### src/logic/lock_defines.svh
// offsets, reset values and fixed codes of the access-control block
`ifndef LOCK_DEFINES_SVH
`define LOCK_DEFINES_SVH
`define OFS_KEY_LEVEL     6'h00
`define OFS_SERIAL_GUARD  6'h01
`define OFS_LOADER_GUARD  6'h02
`define OFS_VIEW_GATE     6'h03
`define OFS_FIRST_PRI     6'h04
`define OFS_SECOND_PRI    6'h05
`define OFS_FIRST_CONF    6'h06
`define OFS_SECOND_CONF   6'h07
`define OFS_USER_TIER     6'h08
`define OFS_SLOT_BASE     6'h09
`define OFS_SLOT_LAST     6'h10
`define OFS_STATUS        6'h11
`define RST_KEY_LEVEL     2'h0
`define RST_GUARD         1'h0
`define RST_VIEW_GATE     4'h0
`define RST_SECRET        16'h0000
`define RST_USER_TIER     2'h0
`define RST_SLOT          8'h00
`define VIEW_GATE_OPEN    4'h5
`define TIER_HIGH         2'h2
`define SLOT_EMPTY        8'h00
`define SLOT_COUNT        8
`endif

### src/logic/lock_pkg.sv
// types shared by the access-control block
package lock_pkg;
  typedef enum logic [1:0] {SRC_KEYPAD, SRC_SERIAL, SRC_LOADER} src_t;
  typedef enum logic [3:0] {
    CL_SETUP, CL_MODE, CL_EVENT, CL_OPDISP, CL_TARGET, CL_SLOT, CL_LOCK,
    CL_MANUAL, CL_MODE_KEY, CL_GATE, CL_PRIMARY, CL_CONFIRM
  } pclass_t;
  typedef enum logic {WB_IDLE, WB_ACK} wb_state_t;
  typedef struct packed {
    logic       valid;
    src_t       src;
    pclass_t    pclass;
    logic [1:0] tier_code;
    logic [7:0] param_id;
    logic       exempt;
  } query_t;
  typedef struct packed {
    logic valid;
    logic show;
    logic allow;
  } verdict_t;
endpackage : lock_pkg

### src/logic/lock_access_control.sv
// access-control logic: keypad lock, link guards, password lock, tiers
// Functional notes
// - keypad lock level 0..3 progressively narrows which classes keys may change.
// - serial guard 1 refuses link reads/writes except the exempt set.
// - loader guard 1 refuses loader reads/writes except the exempt set.
// - exempt parameters stay reachable over serial and loader despite guards.
// - keypad lock alone keeps restricted parameters visible but unchangeable.
// - under password lock, keypad-restricted parameters are neither shown nor changed.
// - password lock blocks changes to keypad lock and both guards.
// - view gate 0..15 clears at power-up; only 5 exposes password entries.
// - four 16-bit password entries, each resetting to 0000.
// - primary entries usable only with gate 5 and both pairs matching.
// - confirmation entries usable whenever gate is 5.
// - writing a primary entry copies it into its confirmation entry.
// - any pair mismatch means password lock: primaries hidden, lock settings frozen.
// - in password lock, hide everything the keypad level makes unchangeable.
// - slot-registered parameters display as if the highest tier were chosen.
// - eight user-function slots, each holding one parameter reference.
// - tier code 0 all tiers, 1 standard and high, 2 high only.
// - user tier setting simple/standard/high, reset 0.
//
// Added by the designer: the placing of the registers and the Wishbone slave port.
`timescale 1ns/1ps
`default_nettype none
`include "lock_defines.svh"
module lock_access_control
  import lock_pkg::*;
(
  input  wire logic        clk_i,
  input  wire logic        rst_i,
  input  wire logic        ce_i,
  input  wire logic        wb_cyc_i,
  input  wire logic        wb_stb_i,
  input  wire logic        wb_we_i,
  input  wire logic [7:0]  wb_adr_i,
  input  wire logic [3:0]  wb_sel_i,
  input  wire logic [31:0] wb_dat_i,
  output logic      [31:0] wb_dat_o,
  output logic             wb_ack_o,
  input  wire query_t      query_i,
  output verdict_t         verdict_o,
  output logic             pw_lock_o
);

  logic [1:0]  key_level_reg;
  logic        serial_guard_reg;
  logic        loader_guard_reg;
  logic [3:0]  view_gate_reg;
  logic [15:0] secret_first_primary;
  logic [15:0] secret_second_primary;
  logic [15:0] secret_first_confirm;
  logic [15:0] secret_second_confirm;
  logic [1:0]  user_tier_setting;
  logic [7:0]  user_function_slot [`SLOT_COUNT];
  wb_state_t   wb_state_reg;
  logic [31:0] rd_next;
  verdict_t    verdict_next;
  logic        pw_match;
  logic        gate_open;
  logic        wr_go;
  logic [5:0]  widx;

  // masks a 16-bit field by the two low byte lanes
  function automatic logic [15:0] merge16(input logic [15:0] old_v,
                                          input logic [31:0] new_v,
                                          input logic [3:0]  sel);
    merge16 = {sel[1] ? new_v[15:8] : old_v[15:8],
               sel[0] ? new_v[7:0]  : old_v[7:0]};
  endfunction : merge16

  // keypad classes the current level no longer allows
  function automatic logic key_restricted(input logic [1:0] lvl, input pclass_t cl);
    logic keep;
    keep = 1'b0;
    case (cl)
      CL_SLOT, CL_LOCK, CL_MANUAL, CL_MODE_KEY,
      CL_GATE, CL_PRIMARY, CL_CONFIRM: keep = 1'b1;
      CL_OPDISP, CL_TARGET:            keep = (lvl <= 2'h2);
      CL_MODE, CL_EVENT:               keep = (lvl <= 2'h1);
      default:                         keep = (lvl == 2'h0);
    endcase
    key_restricted = !keep;
  endfunction : key_restricted

  // parameter present in any filled slot
  function automatic logic slot_hit(input logic [7:0] id);
    logic hit;
    hit = 1'b0;
    for (int i = 0; i < `SLOT_COUNT; i++) begin
      if (user_function_slot[i] == id && id != `SLOT_EMPTY) begin
        hit = 1'b1;
      end
    end
    slot_hit = hit;
  endfunction : slot_hit

  assign pw_match  = (secret_first_primary == secret_first_confirm) &&
                     (secret_second_primary == secret_second_confirm);
  assign gate_open = (view_gate_reg == `VIEW_GATE_OPEN);
  assign wr_go     = ce_i && wb_cyc_i && wb_stb_i && wb_we_i && (wb_state_reg == WB_IDLE);
  assign widx      = wb_adr_i[7:2];

  always_ff @(posedge clk_i) begin
    if (rst_i) begin
      wb_state_reg <= WB_IDLE;
    end else if (ce_i) begin
      case (wb_state_reg)
        WB_IDLE: begin
          if (wb_cyc_i && wb_stb_i) begin
            wb_state_reg <= WB_ACK;
          end
        end
        WB_ACK:  wb_state_reg <= WB_IDLE;
        default: wb_state_reg <= WB_IDLE;
      endcase
    end
  end

  always_ff @(posedge clk_i) begin
    if (rst_i) begin
      wb_ack_o <= 1'b0;
      wb_dat_o <= 32'h0000_0000;
    end else if (ce_i) begin
      wb_ack_o <= wb_cyc_i && wb_stb_i && (wb_state_reg == WB_IDLE);
      wb_dat_o <= rd_next;
    end
  end

  // lock settings frozen while the pairs mismatch
  always_ff @(posedge clk_i) begin
    if (rst_i) begin
      key_level_reg    <= `RST_KEY_LEVEL;
      serial_guard_reg <= `RST_GUARD;
      loader_guard_reg <= `RST_GUARD;
    end else if (wr_go && pw_match && wb_sel_i[0]) begin
      if (widx == `OFS_KEY_LEVEL) key_level_reg <= wb_dat_i[1:0];
      if (widx == `OFS_SERIAL_GUARD) serial_guard_reg <= wb_dat_i[0];
      if (widx == `OFS_LOADER_GUARD) loader_guard_reg <= wb_dat_i[0];
    end
  end

  always_ff @(posedge clk_i) begin
    if (rst_i) begin
      view_gate_reg <= `RST_VIEW_GATE;
    end else if (wr_go && wb_sel_i[0] && widx == `OFS_VIEW_GATE) begin
      view_gate_reg <= wb_dat_i[3:0];
    end
  end

  always_ff @(posedge clk_i) begin
    if (rst_i) begin
      secret_first_primary  <= `RST_SECRET;
      secret_second_primary <= `RST_SECRET;
      secret_first_confirm  <= `RST_SECRET;
      secret_second_confirm <= `RST_SECRET;
    end else if (wr_go && gate_open) begin
      // primaries need an open gate and matching pairs
      if (widx == `OFS_FIRST_PRI && pw_match) begin
        secret_first_primary <= merge16(secret_first_primary, wb_dat_i, wb_sel_i);
        secret_first_confirm <= merge16(secret_first_primary, wb_dat_i, wb_sel_i);
      end
      if (widx == `OFS_SECOND_PRI && pw_match) begin
        secret_second_primary <= merge16(secret_second_primary, wb_dat_i, wb_sel_i);
        secret_second_confirm <= merge16(secret_second_primary, wb_dat_i, wb_sel_i);
      end
      if (widx == `OFS_FIRST_CONF) begin
        secret_first_confirm <= merge16(secret_first_confirm, wb_dat_i, wb_sel_i);
      end
      if (widx == `OFS_SECOND_CONF) begin
        secret_second_confirm <= merge16(secret_second_confirm, wb_dat_i, wb_sel_i);
      end
    end
  end

  always_ff @(posedge clk_i) begin
    if (rst_i) begin
      user_tier_setting <= `RST_USER_TIER;
      for (int i = 0; i < `SLOT_COUNT; i++) begin
        user_function_slot[i] <= `RST_SLOT;
      end
    end else if (wr_go && wb_sel_i[0]) begin
      if (widx == `OFS_USER_TIER && wb_dat_i[1:0] <= `TIER_HIGH) begin
        user_tier_setting <= wb_dat_i[1:0];
      end
      if (widx >= `OFS_SLOT_BASE && widx <= `OFS_SLOT_LAST) begin
        user_function_slot[3'(widx - `OFS_SLOT_BASE)] <= wb_dat_i[7:0];
      end
    end
  end

  always_comb begin
    rd_next = 32'h0000_0000;
    case (widx)
      `OFS_KEY_LEVEL:    rd_next[1:0] = key_level_reg;
      `OFS_SERIAL_GUARD: rd_next[0] = serial_guard_reg;
      `OFS_LOADER_GUARD: rd_next[0] = loader_guard_reg;
      `OFS_VIEW_GATE:    rd_next[3:0] = view_gate_reg;
      // primaries hidden unless matched and gate open
      `OFS_FIRST_PRI:    rd_next[15:0] = (gate_open && pw_match) ? secret_first_primary : 16'h0;
      `OFS_SECOND_PRI:   rd_next[15:0] = (gate_open && pw_match) ? secret_second_primary : 16'h0;
      `OFS_FIRST_CONF:   rd_next[15:0] = gate_open ? secret_first_confirm : 16'h0;
      `OFS_SECOND_CONF:  rd_next[15:0] = gate_open ? secret_second_confirm : 16'h0;
      `OFS_USER_TIER:    rd_next[1:0] = user_tier_setting;
      `OFS_STATUS:       rd_next[0] = !pw_match;
      default: begin
        if (widx >= `OFS_SLOT_BASE && widx <= `OFS_SLOT_LAST) begin
          rd_next[7:0] = user_function_slot[3'(widx - `OFS_SLOT_BASE)];
        end
      end
    endcase
  end

  // per-query verdict
  always_comb begin
    logic       restr;
    logic       tier_ok;
    logic       pw_ok_show;
    logic       pw_ok_set;
    logic       guard;
    logic [1:0] eff_tier;
    restr      = key_restricted(key_level_reg, query_i.pclass);
    // slot parameters use the highest tier
    eff_tier   = slot_hit(query_i.param_id) ? `TIER_HIGH : user_tier_setting;
    tier_ok    = (query_i.tier_code <= eff_tier);
    pw_ok_show = 1'b1;
    if (query_i.pclass == CL_PRIMARY) pw_ok_show = gate_open && pw_match;
    if (query_i.pclass == CL_CONFIRM) pw_ok_show = gate_open;
    // lock class frozen under password lock
    pw_ok_set  = pw_ok_show && !(query_i.pclass == CL_LOCK && !pw_match);
    guard      = (query_i.src == SRC_SERIAL) ? serial_guard_reg : loader_guard_reg;
    verdict_next.valid = query_i.valid;
    if (query_i.src == SRC_KEYPAD) begin
      // restricted items vanish under password lock
      verdict_next.show  = tier_ok && pw_ok_show && !(restr && !pw_match);
      verdict_next.allow = verdict_next.show && pw_ok_set && !restr;
    end else begin
      // guards with the exempt set, no keypad lock here
      verdict_next.show  = (!guard || query_i.exempt) && pw_ok_show;
      verdict_next.allow = verdict_next.show && pw_ok_set;
    end
  end

  always_ff @(posedge clk_i) begin
    if (rst_i) begin
      verdict_o <= '0;
      pw_lock_o <= 1'b0;
    end else if (ce_i) begin
      verdict_o <= verdict_next;
      pw_lock_o <= !pw_match;
    end
  end
endmodule : lock_access_control
`default_nettype wire

### config.mk
export PLATFORM = sky130hd
export DESIGN_NAME = lock_access_control
export DESIGN_NICKNAME = d
export VERILOG_FILES = /design/src/logic/lock_pkg.sv /design/src/logic/lock_access_control.sv
export VERILOG_INCLUDE_DIRS = /design/src /design/src/logic
export SDC_FILE = /design/constraint.sdc
export NUM_CORES = 1
export LEC_CHECK = 0
export BUFFER_PORTS_ARGS = -buffer_cell sky130_fd_sc_hd__buf_2
export CAP_MARGIN = 20
export CELL_PAD_IN_SITES_DETAIL_PLACEMENT = 1
export CELL_PAD_IN_SITES_GLOBAL_PLACEMENT = 1
export CORE_ASPECT_RATIO = 0.9
export CORE_MARGIN = 2
export CORE_UTILIZATION = 51
export CTS_BUF_LIST = sky130_fd_sc_hd__clkbuf_8
export DETAILED_ROUTE_END_ITERATION = 7
export GPL_TIMING_DRIVEN = 0
export PLACE_DENSITY = 0.86
export SLEW_MARGIN = 20
export SYNTH_ARGS = -nofsm -noshare
export SYNTH_HDL_FRONTEND = slang
export SYNTH_SLANG_ARGS = --single-unit
### constraint.sdc
create_clock -name clk_i -period 6.79 [get_ports clk_i]
set_clock_uncertainty 0.05 [all_clocks]
set_input_delay 1.358 -clock clk_i [delete_from_list [all_inputs] [get_ports clk_i]]
set_output_delay 1.358 -clock clk_i [all_outputs]
set_load 0.005 [all_outputs]
==> impl_metrics.tcl <==
set metrics [dict create \
    drc 0 \
    ys_ff_latch 159 \
    hold_slack_ps 402.7 \
    totalWireLength_mm 32.10 \
    vias 8293 \
    clk_latency_ps 490 \
    required_ps 7170 \
    status "finished, final reports clean" \
    wl_per_cell_um 24.34 \
    p_per_area_nw_per_um2 196.2 \
    async_flop_share_pct 0 \
    io_pins 105 \
    reg2reg_depth 12 \
    ctsHoldBuffers 0 \
    yosysTopAreaCell "edfxtp_1" \
    p_seq_share_pct 49.2 \
    hold_violations 0 \
    min_to "wb_dat_o[15]" \
    clk_root_buffer_cell "clkbuf_8" \
    cp_slowest_cell "a2111oi_0" \
    synth.most_common_cell "dfxtp_1" \
    diodes 0 \
    final.setup.tns_ps 0 \
    syn_area_um2 9432 \
    syn_inst 969 \
    ys_types 64 \
    p_clk_share_pct 39.6 \
    finish.utilization_pct 57.82 \
    dr.pass1.iters 7 \
    postLayoutCellArea_um2 10540 \
    synth_edf_count 64 \
    fin_crit_sh_pct 65.08 \
    relSlewSlack_pct 34.01 \
    tightest_slew_ps 979.5 \
    htree_levels 4 \
    yosysWarnings 0 \
    critical_path.cell_chain "clkbuf_1, xnor2_1, nand4_1, nor2_1, a2111oi_0, a22oi_1, nor2_1, ha_1, a21oi_1, a21oi_1, or3_1, a221oi_1, a22o_1" \
    numPortBuffers 58 \
    row_count 47 \
    gp_congestion 0.9435 \
    area_delta_synth_final_pct 11.77 \
    ys.flop_type "dfxtp_1" \
    path_class "in2reg" \
    max_stage_delay_ps 680 \
    via_per_inst 6.287 \
    post_cts_buffers 0 \
    ys_seq_area_share_pct 40.54 \
    tritoncts "done" \
    initial_utilization_pct 51.74 \
    seq_area_um2 3824 \
    grt_util_all_layers_pct 33.10 \
    min_period_ps 4419 \
    switching_share_pct 26.56 \
    cts_sinks 159 \
    clockBufferDepth 2 \
    endpoint_kind "register" \
    max-cap-violations 0 \
    core_um2 18230 \
    drive_gt1_share_pct 17.69 \
    fp.dieArea_um2 19600 \
    rsz0062_at_grt "no" \
    dieWidth_um 147.3 \
    cts_resized 0 \
    numCtsBuffers 17 \
    largest_register "user_function_slot" \
    min_from "wb_dat_o[15]" \
    drt_iter0_drc 896 \
    switchingPower_mw 0.5494 \
    synth.top_cell.area_share_pct 20.38 \
    ir_drop_mv 0.1362 \
    ant_nets 0 \
    grt_pass1_wl_mm 48.64 \
    grt_pass1_vias 8209 \
    clk_pin_slew_ps 90 \
    crit_fanout 9 \
    antenna_found_initial 1 \
    min_path_cells 2 \
    fillers 2109 \
    syn_avg_cell_area_um2 9.733 \
    largest_reg_flops 64 \
    nNetsFinal 1136 \
    worstReg2RegEnd "verdict_o[1]" \
    max_freq_mhz 226.3 \
    power.internal_mw 1.519 \
    rr_startpoint "user_function_slot[3][0]" \
    multi_input_area_um2 5202 \
    setup_viol 0 \
    dpl.hpwl_mm 23.54 \
    crit_path_start_kind "input port" \
    worstPathArrival_ps 4800 \
    final_max_slew_viol_count 0 \
    die_h_um 133.0 \
    dpl_cell_area_um2 10080 \
    synthTopCellsByCount "95 x dfxtp_1, 75 x nor2_1, 69 x and2_1" \
    hold_class "reg2reg" \
    combPwrFrac_pct 11.2 \
    leakagePower_nw 4.206 \
    grt_remaining_overflow 0 \
    synth.top_cells.by_area "edfxtp_1 20%, dfxtp_1 20%, xnor2_1 6.1%" \
    grt_max_degree 17 \
    reg2reg_slack_ps 3370 \
]
==> layout by cell type (no fill, tap or decap), drive strengths merged, types with 33 or more instances in the layout <==
master / Yosys / routed
o21ai: 56 / 56
buf: 37 / 95
and2: 69 / 69
edfxtp: 64 / 64
clkbuf: 48 / 68
a21oi: 49 / 49
mux2i: 44 / 44
xnor2: 66 / 66
nor2b: 33 / 33
dfxtp: 95 / 95
nand2: 67 / 67
xor2: 33 / 33
nor2: 75 / 75
==> critical path, delay by kind of cell <==
kind	cells	cell delay, ps
AOI/OAI and AO/OA	6	1670
and+or+nand+nor	4	740
buffers and inverters	1	560
adders and majority gates	1	250
xor gates and xnor gates	1	210
==> routing by layer <==
| metal | up-vias | GRT usage (%) | routed length (um) |
|---|---|---|---|
| met4 | 2 | 10.04 | 780 |
| met5 | - | 0 | 12 |
| met3 | 71 | 9.103 | 3532 |
| li1 | 3621 | - | - |
| met1 | 4107 | 45.40 | 13200 |
| met2 | 492 | 51.35 | 14570 |
==> cells by family after synthesis <==
group / synth area share [%]
AOI/OAI and AO/OA: 12.07
xor gates and xnor gates: 9.392
adders and majority gates: 0.9286
buffers and inverters: 4.895
DFF: 40.54
muxes: 12.95
other: 0.03976
and+or+nand+nor: 19.18
==> final cells by class <==
cell class                      instances  area share [%]
Clock inverter                         12           1.721
Tap cell                              245           2.908
Buffer                                 85           3.988
Clock buffer                           20           2.611
Timing Repair Buffer                   58           2.754
Inverter                               11          0.3917
Sequential cell                       159           36.27
Multi-Input combinational cell        729           49.35
==> power by group through the flow <==
stage	combinational (mW)	clock, mW	sequential, mW
2_1_floorplan	0.142	0	1.03
3_3_place_gp	0.215	0	1.04
3_5_place_dp	0.222	0	1.04
4_1_cts	0.226	0.820	1.02
5_1_grt	0.247	0.863	1.02
6_report	0.231	0.819	1.02
==> worst max-delay path by stage <==
stage	end	depth (start not counted)	startpoint	slack [ps]
6_report	verdict_o[1]	13	query_i[7]	2370
5_1_grt	verdict_o[1]	14	query_i[7]	2120
4_1_cts	verdict_o[1]	13	query_i[2]	2470
3_5_place_dp	verdict_o[1]	13	query_i[7]	2000
3_3_place_gp	verdict_o[1]	13	query_i[7]	2040
2_1_floorplan	user_function_slot[1][0]	7	wb_adr_i[2]	2940
==> stage by stage <==
step | instances | setup WS [ps] | power, mW
floorplan | 984 | 2943 | 1.176
global placement | 1287 | 2044 | 1.254
detailed placement | 1287 | 2001 | 1.262
CTS | 1319 | 2467 | 2.064
global route | 1319 | 2116 | 2.129
finish | 1319 | 2371 | 2.069
Power figures use the tool's default switching activity.
